**src/inc/scale_exchange_regs.svh**
```systemverilog
`ifndef SCALE_EXCHANGE_REGS_SVH
`define SCALE_EXCHANGE_REGS_SVH

// exchange word indices
`define WORD_VALUE        1'h0
`define WORD_CMD          1'h1
// status word bit positions
`define ST_SP1            0
`define ST_SP2            1
`define ST_ZTOL           2
`define ST_DISC_IN        9
`define ST_MOTION         12
`define ST_NET            13
`define ST_BUSY           14
`define ST_DATA_OK        15
// command word bit positions
`define CMD_SEL_LO        0
`define CMD_SEL_HI        2
`define CMD_LOAD_TARE     3
`define CMD_CLR_TARE      4
`define CMD_PB_TARE       5
`define CMD_PRINT         6
`define CMD_ZERO          7
`define CMD_ENABLE_SP     8
`define CMD_PAR_LO        12
`define CMD_PAR_HI        14
`define CMD_LOAD_SP1      15
// writable bits of the command word
`define CMD_USED_MASK     16'hF1FF
// reset values
`define RESET_WORD        16'h0000
`define RESET_FLAGS       3'h0

`endif

```
**src/inc/scale_exchange_pkg.sv**
```systemverilog
package scale_exchange_pkg;

    typedef enum logic [2:0] {
        src_gross,
        src_net,
        src_displayed,
        src_tare,
        src_setpoint,
        src_gross_5,
        src_gross_6,
        src_gross_7
    } weight_src_e;

    typedef enum {
        ph_idle,
        ph_write_value,
        ph_write_status
    } update_phase_e;

    // live scale measurements and conditions
    typedef struct packed {
        logic [15:0] gross;
        logic [15:0] net;
        logic [15:0] displayed;
        logic [15:0] tare;
        logic [15:0] target;
        logic        motion;
        logic        net_mode;
        logic        over_range;
        logic        under_range;
        logic        powering_up;
        logic        expanded;
        logic        setup;
        logic        over_under_mode;
        logic        indicator_mode;
        logic        interlocks;
        logic        gross_zero;
        logic        sp1_state;
        logic        sp2_state;
        logic        ztol_state;
        logic        under_state;
        logic        ok_state;
        logic        over_state;
    } scale_state_s;

    // one-cycle commands to the scale core
    typedef struct packed {
        logic        load_tare;
        logic        clear_tare;
        logic        pushbutton_tare;
        logic        print;
        logic        zero;
        logic        load_target;
        logic        commit_target;
        logic [15:0] value;
    } scale_cmd_s;

endpackage : scale_exchange_pkg

```
**src/hw/exchange_mem.sv**
```systemverilog
`timescale 1ns/1ns
`include "scale_exchange_regs.svh"

module exchange_mem (
    // clock and reset
    input  wire logic        mclk,
    input  wire logic        rst_n,
    // device write port
    input  wire logic        wr_en,
    input  wire logic        wr_addr,
    input  wire logic [15:0] wr_data,
    // controller read port
    input  wire logic        rd_addr,
    output logic      [15:0] rd_data
);

    logic [1:0][15:0] words;

    // two-word shared store, registered read
    always_ff @(posedge mclk or negedge rst_n) begin
        if (!rst_n) begin
            words   <= '0;
            rd_data <= `RESET_WORD;
        end else begin
            if (wr_en) begin
                words[wr_addr] <= wr_data;
            end
            rd_data <= words[rd_addr];
        end
    end

endmodule : exchange_mem

```
**src/hw/scale_discrete_quarter_rack_exchange.sv**
```systemverilog
`timescale 1ns/1ns
`include "scale_exchange_regs.svh"
// How it works
// - refresh words at conversion rate only
// - two 16-bit words each direction
// - word 0 is signed 16-bit value
// - bit 0 setpoint one or under
// - bit 1 setpoint two or tolerance
// - bit 2 zero tolerance or over
// - bit 9 shows discrete input sampled at tick
// - bit 12 motion, bit 13 net
// - bit 14 set when read hits update
// - bit 15 set only when scale normal
// - invalid data forces weight to zero
// - select bits choose weight source
// - bit 3 rise loads preset tare
// - bits 4-7 rising edges fire commands
// - bit 8 gates high-level outputs
// - enabling setpoint commits downloaded target
// - bits 12-14 drive outputs in indicator
// - bit 15 rise loads first target
// - interlocks block accumulative tares
// - interlocks allow clear at gross zero

module scale_discrete_quarter_rack_exchange (
    // clock and reset
    input  wire logic                             mclk,
    input  wire logic                             rst_n,
    // controller exchange port
    input  wire logic                             ctl_wr,
    input  wire logic                             ctl_wr_addr,
    input  wire logic [15:0]                      ctl_wr_data,
    input  wire logic                             ctl_rd,
    input  wire logic                             ctl_rd_addr,
    output logic      [15:0]                      ctl_rd_data,
    // scale core side
    input  wire logic                             conv_tick,
    input  wire scale_exchange_pkg::scale_state_s scale,
    input  wire logic                             discrete_input_level,
    output scale_exchange_pkg::scale_cmd_s        cmd,
    output logic                                  high_outputs_enable,
    // parallel outputs
    output logic                                  parallel_output_first,
    output logic                                  parallel_output_second,
    output logic                                  parallel_output_third
);
    import scale_exchange_pkg::*;

    typedef struct packed {
        update_phase_e phase;
        logic [15:0]   value_out;
        logic [15:0]   cmd_out;
        logic [15:0]   prev_cmd;
        logic [15:0]   weight_snap;
        logic [15:0]   status_snap;
        logic          target_pending;
        logic          busy_seen;
        logic          rd_pending;
        logic          rd_busy;
        logic [15:0]   rd_data;
        scale_cmd_s    cmd;
        logic          hi_en;
        logic [2:0]    par;
    } state_s;

    state_s      state;
    state_s      next_state;
    logic        mem_wr;
    logic        mem_addr;
    logic [15:0] mem_data;
    logic [15:0] mem_rd;

    function automatic logic rose(input logic [15:0] now,
                                  input logic [15:0] was,
                                  input int          bit_pos);
        rose = now[bit_pos] & ~was[bit_pos];
    endfunction : rose

    function automatic logic [15:0] pick(input scale_state_s s,
                                         input logic [2:0]   sel);
        case (weight_src_e'(sel))
            src_net:       pick = s.net;
            src_displayed: pick = s.displayed;
            src_tare:      pick = s.over_under_mode ? s.target : s.tare;
            src_setpoint:  pick = s.target;
            default:       pick = s.gross;
        endcase
    endfunction : pick

    // interlocked tares may not stack on a standing tare
    function automatic logic tare_blocked(input scale_state_s s);
        tare_blocked = s.interlocks && (s.tare != 16'h0000);
    endfunction : tare_blocked

    // interlocked clear needs the gross weight at zero
    function automatic logic clear_allowed(input scale_state_s s);
        clear_allowed = !s.interlocks || s.gross_zero;
    endfunction : clear_allowed

    // weight word 0; invalid data reads as zero
    function automatic logic [15:0] weight_word(input scale_state_s s,
                                                input logic [2:0]   sel,
                                                input logic         ok);
        weight_word = ok ? pick(s, sel) : `RESET_WORD;
    endfunction : weight_word

    // status word 1; unused positions stay zero
    function automatic logic [15:0] status_word(input scale_state_s s,
                                                input logic         din,
                                                input logic         ok);
        logic ou;
        ou = s.over_under_mode;
        status_word = '0;
        status_word[`ST_SP1]     = ou ? s.under_state : s.sp1_state;
        status_word[`ST_SP2]     = ou ? s.ok_state : s.sp2_state;
        status_word[`ST_ZTOL]    = ou ? s.over_state : s.ztol_state;
        status_word[`ST_DISC_IN] = din;
        status_word[`ST_MOTION]  = s.motion;
        status_word[`ST_NET]     = s.net_mode;
        status_word[`ST_DATA_OK] = ok;
    endfunction : status_word

    logic data_ok;
    assign data_ok = ~(scale.over_range | scale.under_range |
                       scale.powering_up | scale.expanded | scale.setup);

    // both write beats count as an update in progress
    logic updating;
    assign updating = (state.phase != ph_idle);
    // ticks landing mid-update are dropped; conversions are far apart
    logic tick_taken;
    assign tick_taken = conv_tick && !updating;

    // one rise detector per command bit, judged tick to tick
    logic [15:0] cmd_rise;
    generate
        for (genvar b = 0; b < 16; b++) begin : g_rise
            assign cmd_rise[b] = rose(state.cmd_out, state.prev_cmd, b);
        end
    endgenerate

    always_comb begin
        next_state = state;
        next_state.cmd = '0;
        next_state.cmd.value = state.value_out;
        mem_wr   = 1'b0;
        mem_addr = `WORD_VALUE;
        mem_data = state.weight_snap;

        // two output words latched
        // writes land at once but act only at the next tick
        if (ctl_wr) begin
            if (ctl_wr_addr == `WORD_VALUE) begin
                next_state.value_out = ctl_wr_data;
            end else begin
                next_state.cmd_out = ctl_wr_data & `CMD_USED_MASK;
            end
        end

        // word 0 then word 1; not atomic, so busy guards both beats
        case (state.phase)
            ph_idle: begin
                if (tick_taken) begin
                    next_state.phase = ph_write_value;
                    next_state.prev_cmd = state.cmd_out;
                    next_state.weight_snap = weight_word(scale,
                        state.cmd_out[`CMD_SEL_HI:`CMD_SEL_LO], data_ok);
                    next_state.status_snap = status_word(scale,
                        discrete_input_level, data_ok);

                    if (cmd_rise[`CMD_LOAD_TARE]
                        && !tare_blocked(scale)) begin
                        next_state.cmd.load_tare = 1'b1;
                    end
                    next_state.cmd.clear_tare =
                        cmd_rise[`CMD_CLR_TARE]
                        && clear_allowed(scale);
                    next_state.cmd.pushbutton_tare =
                        cmd_rise[`CMD_PB_TARE]
                        && !tare_blocked(scale);
                    next_state.cmd.print =
                        cmd_rise[`CMD_PRINT];
                    next_state.cmd.zero =
                        cmd_rise[`CMD_ZERO];

                    // load target, commit if enabled
                    // a fresh load supersedes any pending commit
                    if (cmd_rise[`CMD_LOAD_SP1]) begin
                        next_state.cmd.load_target = 1'b1;
                        if (state.cmd_out[`CMD_ENABLE_SP]) begin
                            next_state.cmd.commit_target = 1'b1;
                            next_state.target_pending = 1'b0;
                        end else begin
                            next_state.target_pending = 1'b1;
                        end
                    end else if (state.target_pending &&
                        cmd_rise[`CMD_ENABLE_SP])
                    begin
                        next_state.cmd.commit_target = 1'b1;
                        next_state.target_pending = 1'b0;
                    end

                    next_state.hi_en = state.cmd_out[`CMD_ENABLE_SP];
                    if (scale.indicator_mode) begin
                        next_state.par =
                            state.cmd_out[`CMD_PAR_HI:`CMD_PAR_LO];
                    end
                end
            end
            ph_write_value: begin
                mem_wr   = 1'b1;
                mem_addr = `WORD_VALUE;
                mem_data = state.weight_snap;
                next_state.phase = ph_write_status;
            end
            ph_write_status: begin
                mem_wr   = 1'b1;
                mem_addr = `WORD_CMD;
                mem_data = state.status_snap;
                next_state.phase = ph_idle;
            end
            default: begin
                next_state.phase = ph_idle;
            end
        endcase

        next_state.rd_pending = ctl_rd;
        // memory answers one edge late; busy judged at both edges
        next_state.rd_busy = ctl_rd && updating;
        if (state.rd_pending) begin
            next_state.rd_data = mem_rd;
            if (state.rd_busy || updating) begin
                next_state.rd_data[`ST_BUSY] = 1'b1;
            end
        end
    end

    always_ff @(posedge mclk or negedge rst_n) begin
        if (!rst_n) begin
            state <= '0;
            state.phase <= ph_idle;
        end else begin
            state <= next_state;
        end
    end

    // registered read; busy bit lands in whichever word is read
    assign ctl_rd_data = state.rd_data;
    assign cmd = state.cmd;
    assign high_outputs_enable = state.hi_en;
    assign parallel_output_first  = state.par[0];
    assign parallel_output_second = state.par[1];
    assign parallel_output_third  = state.par[2];

    exchange_mem u_mem (
        .mclk    (mclk),
        .rst_n   (rst_n),
        .wr_en   (mem_wr),
        .wr_addr (mem_addr),
        .wr_data (mem_data),
        .rd_addr (ctl_rd_addr),
        .rd_data (mem_rd)
    );

endmodule : scale_discrete_quarter_rack_exchange

```
**config.mk**
```make
export PLATFORM = sky130hd
export DESIGN_NAME = scale_discrete_quarter_rack_exchange
export DESIGN_NICKNAME = d
export VERILOG_FILES = /design/src/inc/scale_exchange_pkg.sv /design/src/hw/exchange_mem.sv /design/src/hw/scale_discrete_quarter_rack_exchange.sv
export VERILOG_INCLUDE_DIRS = /design/src /design/src/inc
export SDC_FILE = /design/constraint.sdc
export NUM_CORES = 1
export LEC_CHECK = 0
export BUFFER_PORTS_ARGS = -buffer_cell sky130_fd_sc_hd__buf_2
export CAP_MARGIN = 25
export CORE_UTILIZATION = 40
export DETAILED_ROUTE_END_ITERATION = 12
export GPL_TIMING_DRIVEN = 0
export HOLD_SLACK_MARGIN = 0.15
export PLACE_DENSITY = 0.74
export SETUP_SLACK_MARGIN = 0.2
export SYNTH_ARGS = -nofsm -noshare
export SYNTH_HDL_FRONTEND = slang
export SYNTH_SLANG_ARGS = --single-unit
export TNS_END_PERCENT = 50
```
**constraint.sdc**
```tcl
create_clock -name mclk -period 1.5 [get_ports mclk]
set_clock_uncertainty 0.15 [all_clocks]
set_input_delay 0.15 -clock mclk [delete_from_list [all_inputs] [get_ports mclk]]
set_output_delay 0.15 -clock mclk [all_outputs]
set_load 0.05 [all_outputs]
```
==> results.txt, run 1 <==
Buffers added on ports - 161
Peak VDD IR - 1610 uV
Max-cap violations - 0
Commonest non-fill, non-tap cells in the layout - dfrtp_1, buf_2, dlygate4sd3_1, buf_6, mux2_2
Nets - 958
Critical-path maximum fanout - 10
Post-Route WL - 22200 um
Reg2reg start - state[96]
Clock root cell - clkbuf_16
Final Util - 0.687
CP Class - flip-flop to flip-flop
Global Route Usage Sum - 0.252
Clk sinks - 154
CTS Buf Count - 17
Met1 wire length - 8630 um
Max Slew Vio Count - 0
P&R area growth vs syn - 65.4%
Post-synth ARST share - 1.00
CP required - 1.71 ns
Setup TNS - -3.23 ns
Synth top area cells - dfrtp_1, mux2_2, buf_4, mux2i_1, nand2_1
Top Layer Used - met4
Post-layout min period - 1.87 ns
CTS clk-pin slew, worst paths - 0.06 ns
Post-Syn Area - 6690 um2
Pleak - 5.30 nW
Primary FF master, synth - dfrtp_1
Filler cell count in the final layout - 1042
Vias in the first global route - 6044
FP Rows - 46
Top achievable clock speed - 536 MHz
Initial antenna violation count - 1
Reg2reg setup slack - -0.37 ns
Net count after synthesis - 645
Detail Route Antenna Nets - 0
CTS tree - yes
Largest net degree at the start of global routing - 89
Worst-Skew Late Latency - 0.42 ns
Post-synth EDFFs - 0
Vert. Die Dim - 131 um
Number of detailed-route iterations in the first pass - 5
DR vias - 5664
Share of the synthesized area in the top cell type - 0.576
Status - complete, but fails checks
Post-route insts no fill - 1066
Commonest non-fill, non-tap cell in the layout - dfrtp_1
Startpoint types - flip-flop
Final Hold Viols - 66
RR Endpoint - state[66]
Largest area contributor in the netlist - dfrtp_1
Period Utilization, post-route - 1.24
Register area share after synthesis - 0.576
Die ar. - 17200 um2
Gr ovfl total - 0
HPWL after DPL - 12500 um
WHS - -0.439 ns
Setup WS post-layout - -0.367 ns
RSZ-0062 raised after global routing - true
Hold Path Class - primary input to async pin
Mapped Avg Cell Area - 12.8 um2
Dpl cells - 902
First-pass GRT wire length - 33200 um
Routability cong. - 0.824
Met3 WL post-DR - 1510 um
Yosys reg bits - 154
Die W - 131 um
PwrDens - 1260 nW/um2
Critical Path Source - state[96]
Critical Path End - state[66]
Via/cell ratio - 5.31
CP arrival - 2.08 ns
Share of cells above drive strength 1 - 0.539
Post-route DRC - 0
Least-Margin Pin Slew - 0.739 ns
Ys Warns - 0
Initial drt markers - 334
Crit end category - flip-flop
Synthesized instance count - 524
Cell variety after synth - 42
Routed met2 length - 11200 um
WL/cell - 20.8 um
H-tree level count - 4
Rel. slew slack - 0.507
# setup viols final - 19
Final Total Pwr - 13.9 mW
R2R cell count - 6
IO Pins - 164
Failing checks - negative hold slack, negative setup slack
Clk buf depth - 2
Core area - 16100 um2
Initial Util - 0.415
## synth_stat cells, types with 10 or more instances
| cell | count |
|---|---|
| a211oi_1 | 17 |
| a22o_1 | 10 |
| buf_2 | 17 |
| buf_4 | 42 |
| dfrtp_1 | 154 |
| mux2_2 | 86 |
| mux2i_1 | 31 |
| nand2_1 | 38 |
| nand2b_1 | 11 |
| nor2_1 | 11 |
| nor3_1 | 11 |
| o22ai_1 | 14 |
## through the flow
stage / worst slack [ns] / hold slack, ns / instance area [um2]
after detailed placement: -0.367 / 0.0337 / 7900
after global placement: -2.12 / 0.133 / 7870
final: -0.367 / -0.439 / 11100
after CTS: -0.190 / -0.410 / 10700
after floorplan: -0.0674 / -0.296 / 6790
after global routing: -0.563 / -0.388 / 11100
## report_power, final
| group | total (mW) | internal [mW] | switching, mW |
|---|---|---|---|
| combinational | 4.37 | 2.27 | 2.10 |
| sequential | 5.15 | 4.74 | 0.403 |
| clock | 4.37 | 2.69 | 1.68 |
| total | 13.9 | 9.71 | 4.18 |
## layout make-up
cell class	count	area [um2]	area share
clock buffers	20	457	0.0413
diodes	1	2.50	0.000226
inverters	4	20.0	0.00181
flip-flops and latches	154	3860	0.349
well taps	216	270	0.0244
repair buffers	294	2660	0.240
clock inverters	11	144	0.0130
multi-input cells	296	2860	0.259
plain buffers	70	796	0.0719
## routing by layer
metal,vias to the layer above,track usage
li1,2474,-
met1,2808,0.296
met2,309,0.436
met3,73,0.0648
met4,0,0.104
met5,-,0
## critical path: stages, from the launching register on
cell	delay, ns
dfrtp_2	0.45
buf_4	0.16
o21ai_2	0.14
buf_6	0.20
o22ai_2	0.11
a211oi_1	0.38
a22o_1	0.21
## flip-flops by register name, indices dropped and copies added, names as in the netlist
register                cells
next_state                 16
cmd                        23
parallel_output_second      1
parallel_output_first       1
u_mem.words                32
u_mem.rd_data              16
ctl_rd_data                16
parallel_output_third       1
state                      48
## kinds of logic after synthesis
family / Yosys count / share of synthesized area
AO/OA/AOI/OAI: 80 / 0.0889
buffers and inverters: 74 / 0.0694
flip-flops: 154 / 0.576
multiplexers: 117 / 0.191
AND/OR/NAND/NOR: 99 / 0.0743
## repair_timing
item                                   in CTS  in global routing
setup buffers                              21                  6
pin swaps                                  12                 34
gates cloned                                6                  2
endpoints found under the hold margin     221                 80
setup endpoints to repair                 112                125
hold buffers                               96                  6
gates resized for setup                   268                 88
## how the worst min path moves through the flow
| stage | slack (ns) | end | depth (start not counted) |
|---|---|---|---|
| after floorplan | -0.30 | cmd[0] | 0 |
| after global routing | -0.39 | ctl_rd_data[13] | 1 |
| after CTS | -0.41 | ctl_rd_data[13] | 1 |
| after detailed placement | 0.03 | ctl_rd_data[13] | 1 |
| final | -0.44 | ctl_rd_data[9] | 1 |
| after global placement | 0.13 | state[44] | 1 |
No activity file was read; power rests on OpenSTA's default activity.
==> run 2: changes to the inputs <==
Settings changed: CELL_PAD_IN_SITES_DETAIL_PLACEMENT from default to 0, CELL_PAD_IN_SITES_GLOBAL_PLACEMENT from default to 1, CORE_UTILIZATION 40 to 38, PLACE_DENSITY 0.74 to 0.85.
==> run 2 against run 1 <==
  * The run still ends with negative hold slack, negative setup slack left
  * Via count is 2.6% lower
  * Die area is 5.2% higher
  * Fmax is 8.5% higher
  * Register-to-register slack better by 0.15 ns
  * Routed wire length is 8.1% lower
  * Clock-buffer cell count is 3 lower
  * Hold slack worse by 0.025 ns
  * Power is 0.94% lower
  * Sequential share of layout area is 0.18 points higher
  * First-iteration DRC count is 6.3% higher
  * Utilization is 4.8 points lower
  * Non-clock buffer count is 9 higher
  * Largest cell class unchanged
  * Largest power group unchanged
  * Highest routed layer unchanged
==> results.txt, run 2 (same netlist as run 1, synthesis figures left out) <==
Status - complete, but fails checks
Failing checks - negative hold slack, negative setup slack
Initial antenna violation count - 0 (-1)
Commonest non-fill, non-tap cells in the layout - dfrtp_1, buf_2, dlygate4sd3_1, mux2_2, buf_6
Detail Route Antenna Nets - 0 (unchanged)
Clock root cell - clkbuf_16
CTS tree - yes
Commonest non-fill, non-tap cell in the layout - dfrtp_1
Final Hold Viols - 67 (+1.5%)
Least-Margin Pin Slew - 0.615 ns (-0.125 ns)
Nets - 967 (+0.94%)
Critical-path maximum fanout - 10 (unchanged)
Post-layout min period - 1.72 ns (-0.146 ns)
CP required - 1.66 ns (-0.05 ns)
Reg2reg setup slack - -0.22 ns (+0.15 ns)
PwrDens - 1250 nW/um2 (-0.42%)
CP arrival - 1.89 ns (-0.19 ns)
Share of cells above drive strength 1 - 0.516 (-0.0237)
Setup WS post-layout - -0.221 ns (+0.146 ns)
Initial drt markers - 355 (+6.3%)
WHS - -0.464 ns (-0.0255 ns)
RSZ-0062 raised after global routing - true
Post-route DRC - 0 (unchanged)
P&R area growth vs syn - 64.6%
Routability cong. - 0.819 (-0.62%)
Worst-Skew Late Latency - 0.43 ns (about the same)
Max Slew Vio Count - 0 (unchanged)
DR vias - 5517 (-2.6%)
Pleak - 5.29 nW (-0.32%)
Final Util - 0.639 (-0.0480)
Global Route Usage Sum - 0.226 (-0.0262)
HPWL after DPL - 13000 um (+4.4%)
Antenna cell count - 0 (-1)
CTS clk-pin slew, worst paths - 0.07 ns (about the same)
Post-route insts no fill - 1084 (+1.7%)
Die W - 135 um (+2.6%)
Max-cap violations - 0 (unchanged)
Largest register by flop count - state
Initial Util - 0.388 (-0.0270)
WL/cell - 18.8 um (-9.6%)
Clk sinks - 154 (unchanged)
Die ar. - 18100 um2 (+5.2%)
Clk buf depth - 2 (unchanged)
First-pass GRT wire length - 30900 um (-7.1%)
# setup viols final - 63 (+44)
Vert. Die Dim - 135 um (+2.6%)
IO Pins - 164 (unchanged)
Post-Route WL - 20400 um (-8.1%)
Via/cell ratio - 5.09 (-4.2%)
H-tree level count - 4 (unchanged)
Buffers added on ports - 161 (unchanged)
Number of detailed-route iterations in the first pass - 5 (unchanged)
Rel. slew slack - 0.590 (+0.0833)
Worst path cell trace - or3b_4 > buf_8 > o22ai_2 > a211oi_1 > a22o_1
CTS Buf Count - 17 (unchanged)
Peak VDD IR - 1060 uV (-34%)
Period Utilization, post-route - 1.15 (-0.0973)
Filler cell count in the final layout - 1234 (+18%)
Hold Path Class - primary input to async pin
Dpl cells - 911 (+1.0%)
Crit end category - flip-flop
Gr ovfl total - 0 (unchanged)
FP Rows - 48 (+4.3%)
Top achievable clock speed - 581 MHz (+8.5%)
Critical path's slowest cell - dfrtp_2
CP peak stage delay - 0.45 ns (about the same)
CP Class - flip-flop to flip-flop
Vias in the first global route - 5826 (-3.6%)
Core area - 17200 um2 (+7.0%)
Largest net degree at the start of global routing - 99 (+11%)
Startpoint types - flip-flop
Max reg flops - 48 (unchanged)
[run 2: layout make-up]
class                      instances  area, um2  share of cell area
inverter                           4       20.0             0.00182
tap                              225        282              0.0256
timing repair buffer             303       2750               0.249
multi-input combinational        296       2730               0.248
sequential                       154       3860               0.350
clock inverter                    15        180              0.0164
buffer                            70        766              0.0696
clock buffer                      17        425              0.0386
[run 2: path summary, 6_finish.rpt]
kind | from | end | cells past startpoint
setup / recovery | state[96] | state[66] | 5
min in group mclk | scale[69] | state[67] | 4
hold reg to reg | next_state[12] | cmd[8] | 0
hold / removal | rst_n | state[108] | 1
setup reg to reg | state[96] | state[66] | 5
max in group asynchronous | rst_n | ctl_rd_data[1] | 2
[run 2: critical path: cells and delay by family (launching register included)]
| family | cells | cell delay (ns) |
|---|---|---|
| buffers and inverters | 1 | 0.16 |
| flip-flops | 1 | 0.45 |
| AO/OA/AOI/OAI | 3 | 0.44 |
| AND/OR/NAND/NOR | 1 | 0.40 |
[run 2: what timing repair did]
action | CTS | global route
hold endpoints to repair | 222 | 106
setup buffers | 20 | 17
pin swaps | 18 | 20
resized for setup | 251 | 47
endpoints found under the setup margin | 128 | 128
hold buffers | 92 | 4
cloned | 3 | 5
[run 2: metrics by stage]
step | worst slack, ns | TNS (ns) | cell area [um2] | hold WS, ns | power (mW)
finish | -0.221 | -6.69 | 11000 | -0.464 | 13.8
global route | -0.270 | -8.83 | 11000 | -0.445 | 14.3
CTS | -0.192 | -2.86 | 10500 | -0.447 | 13.4
detailed placement | -0.412 | -13.14 | 7910 | 0.00782 | 7.84
global placement | -1.95 | -309.76 | 7880 | 0.131 | 7.74
floorplan | -0.0674 | -0.874 | 6790 | -0.296 | 7.00
[run 2: power breakdown]
part	internal (mW)	switching, mW
clock network	2.52	1.88
logic	2.22	1.98
registers	4.74	0.413
[run 2: metal layers]
| layer | track usage | part of all wire | wire, um | vias to the layer above |
|---|---|---|---|---|
| li1 | - | - | - | 2496 |
| met1 | 0.281 | 0.41 | 8350 | 2732 |
| met2 | 0.380 | 0.50 | 10300 | 233 |
| met3 | 0.0544 | 0.057 | 1150 | 56 |
| met4 | 0.0843 | 0.030 | 607 | 0 |
| met5 | 0 | 0 | 0 | - |
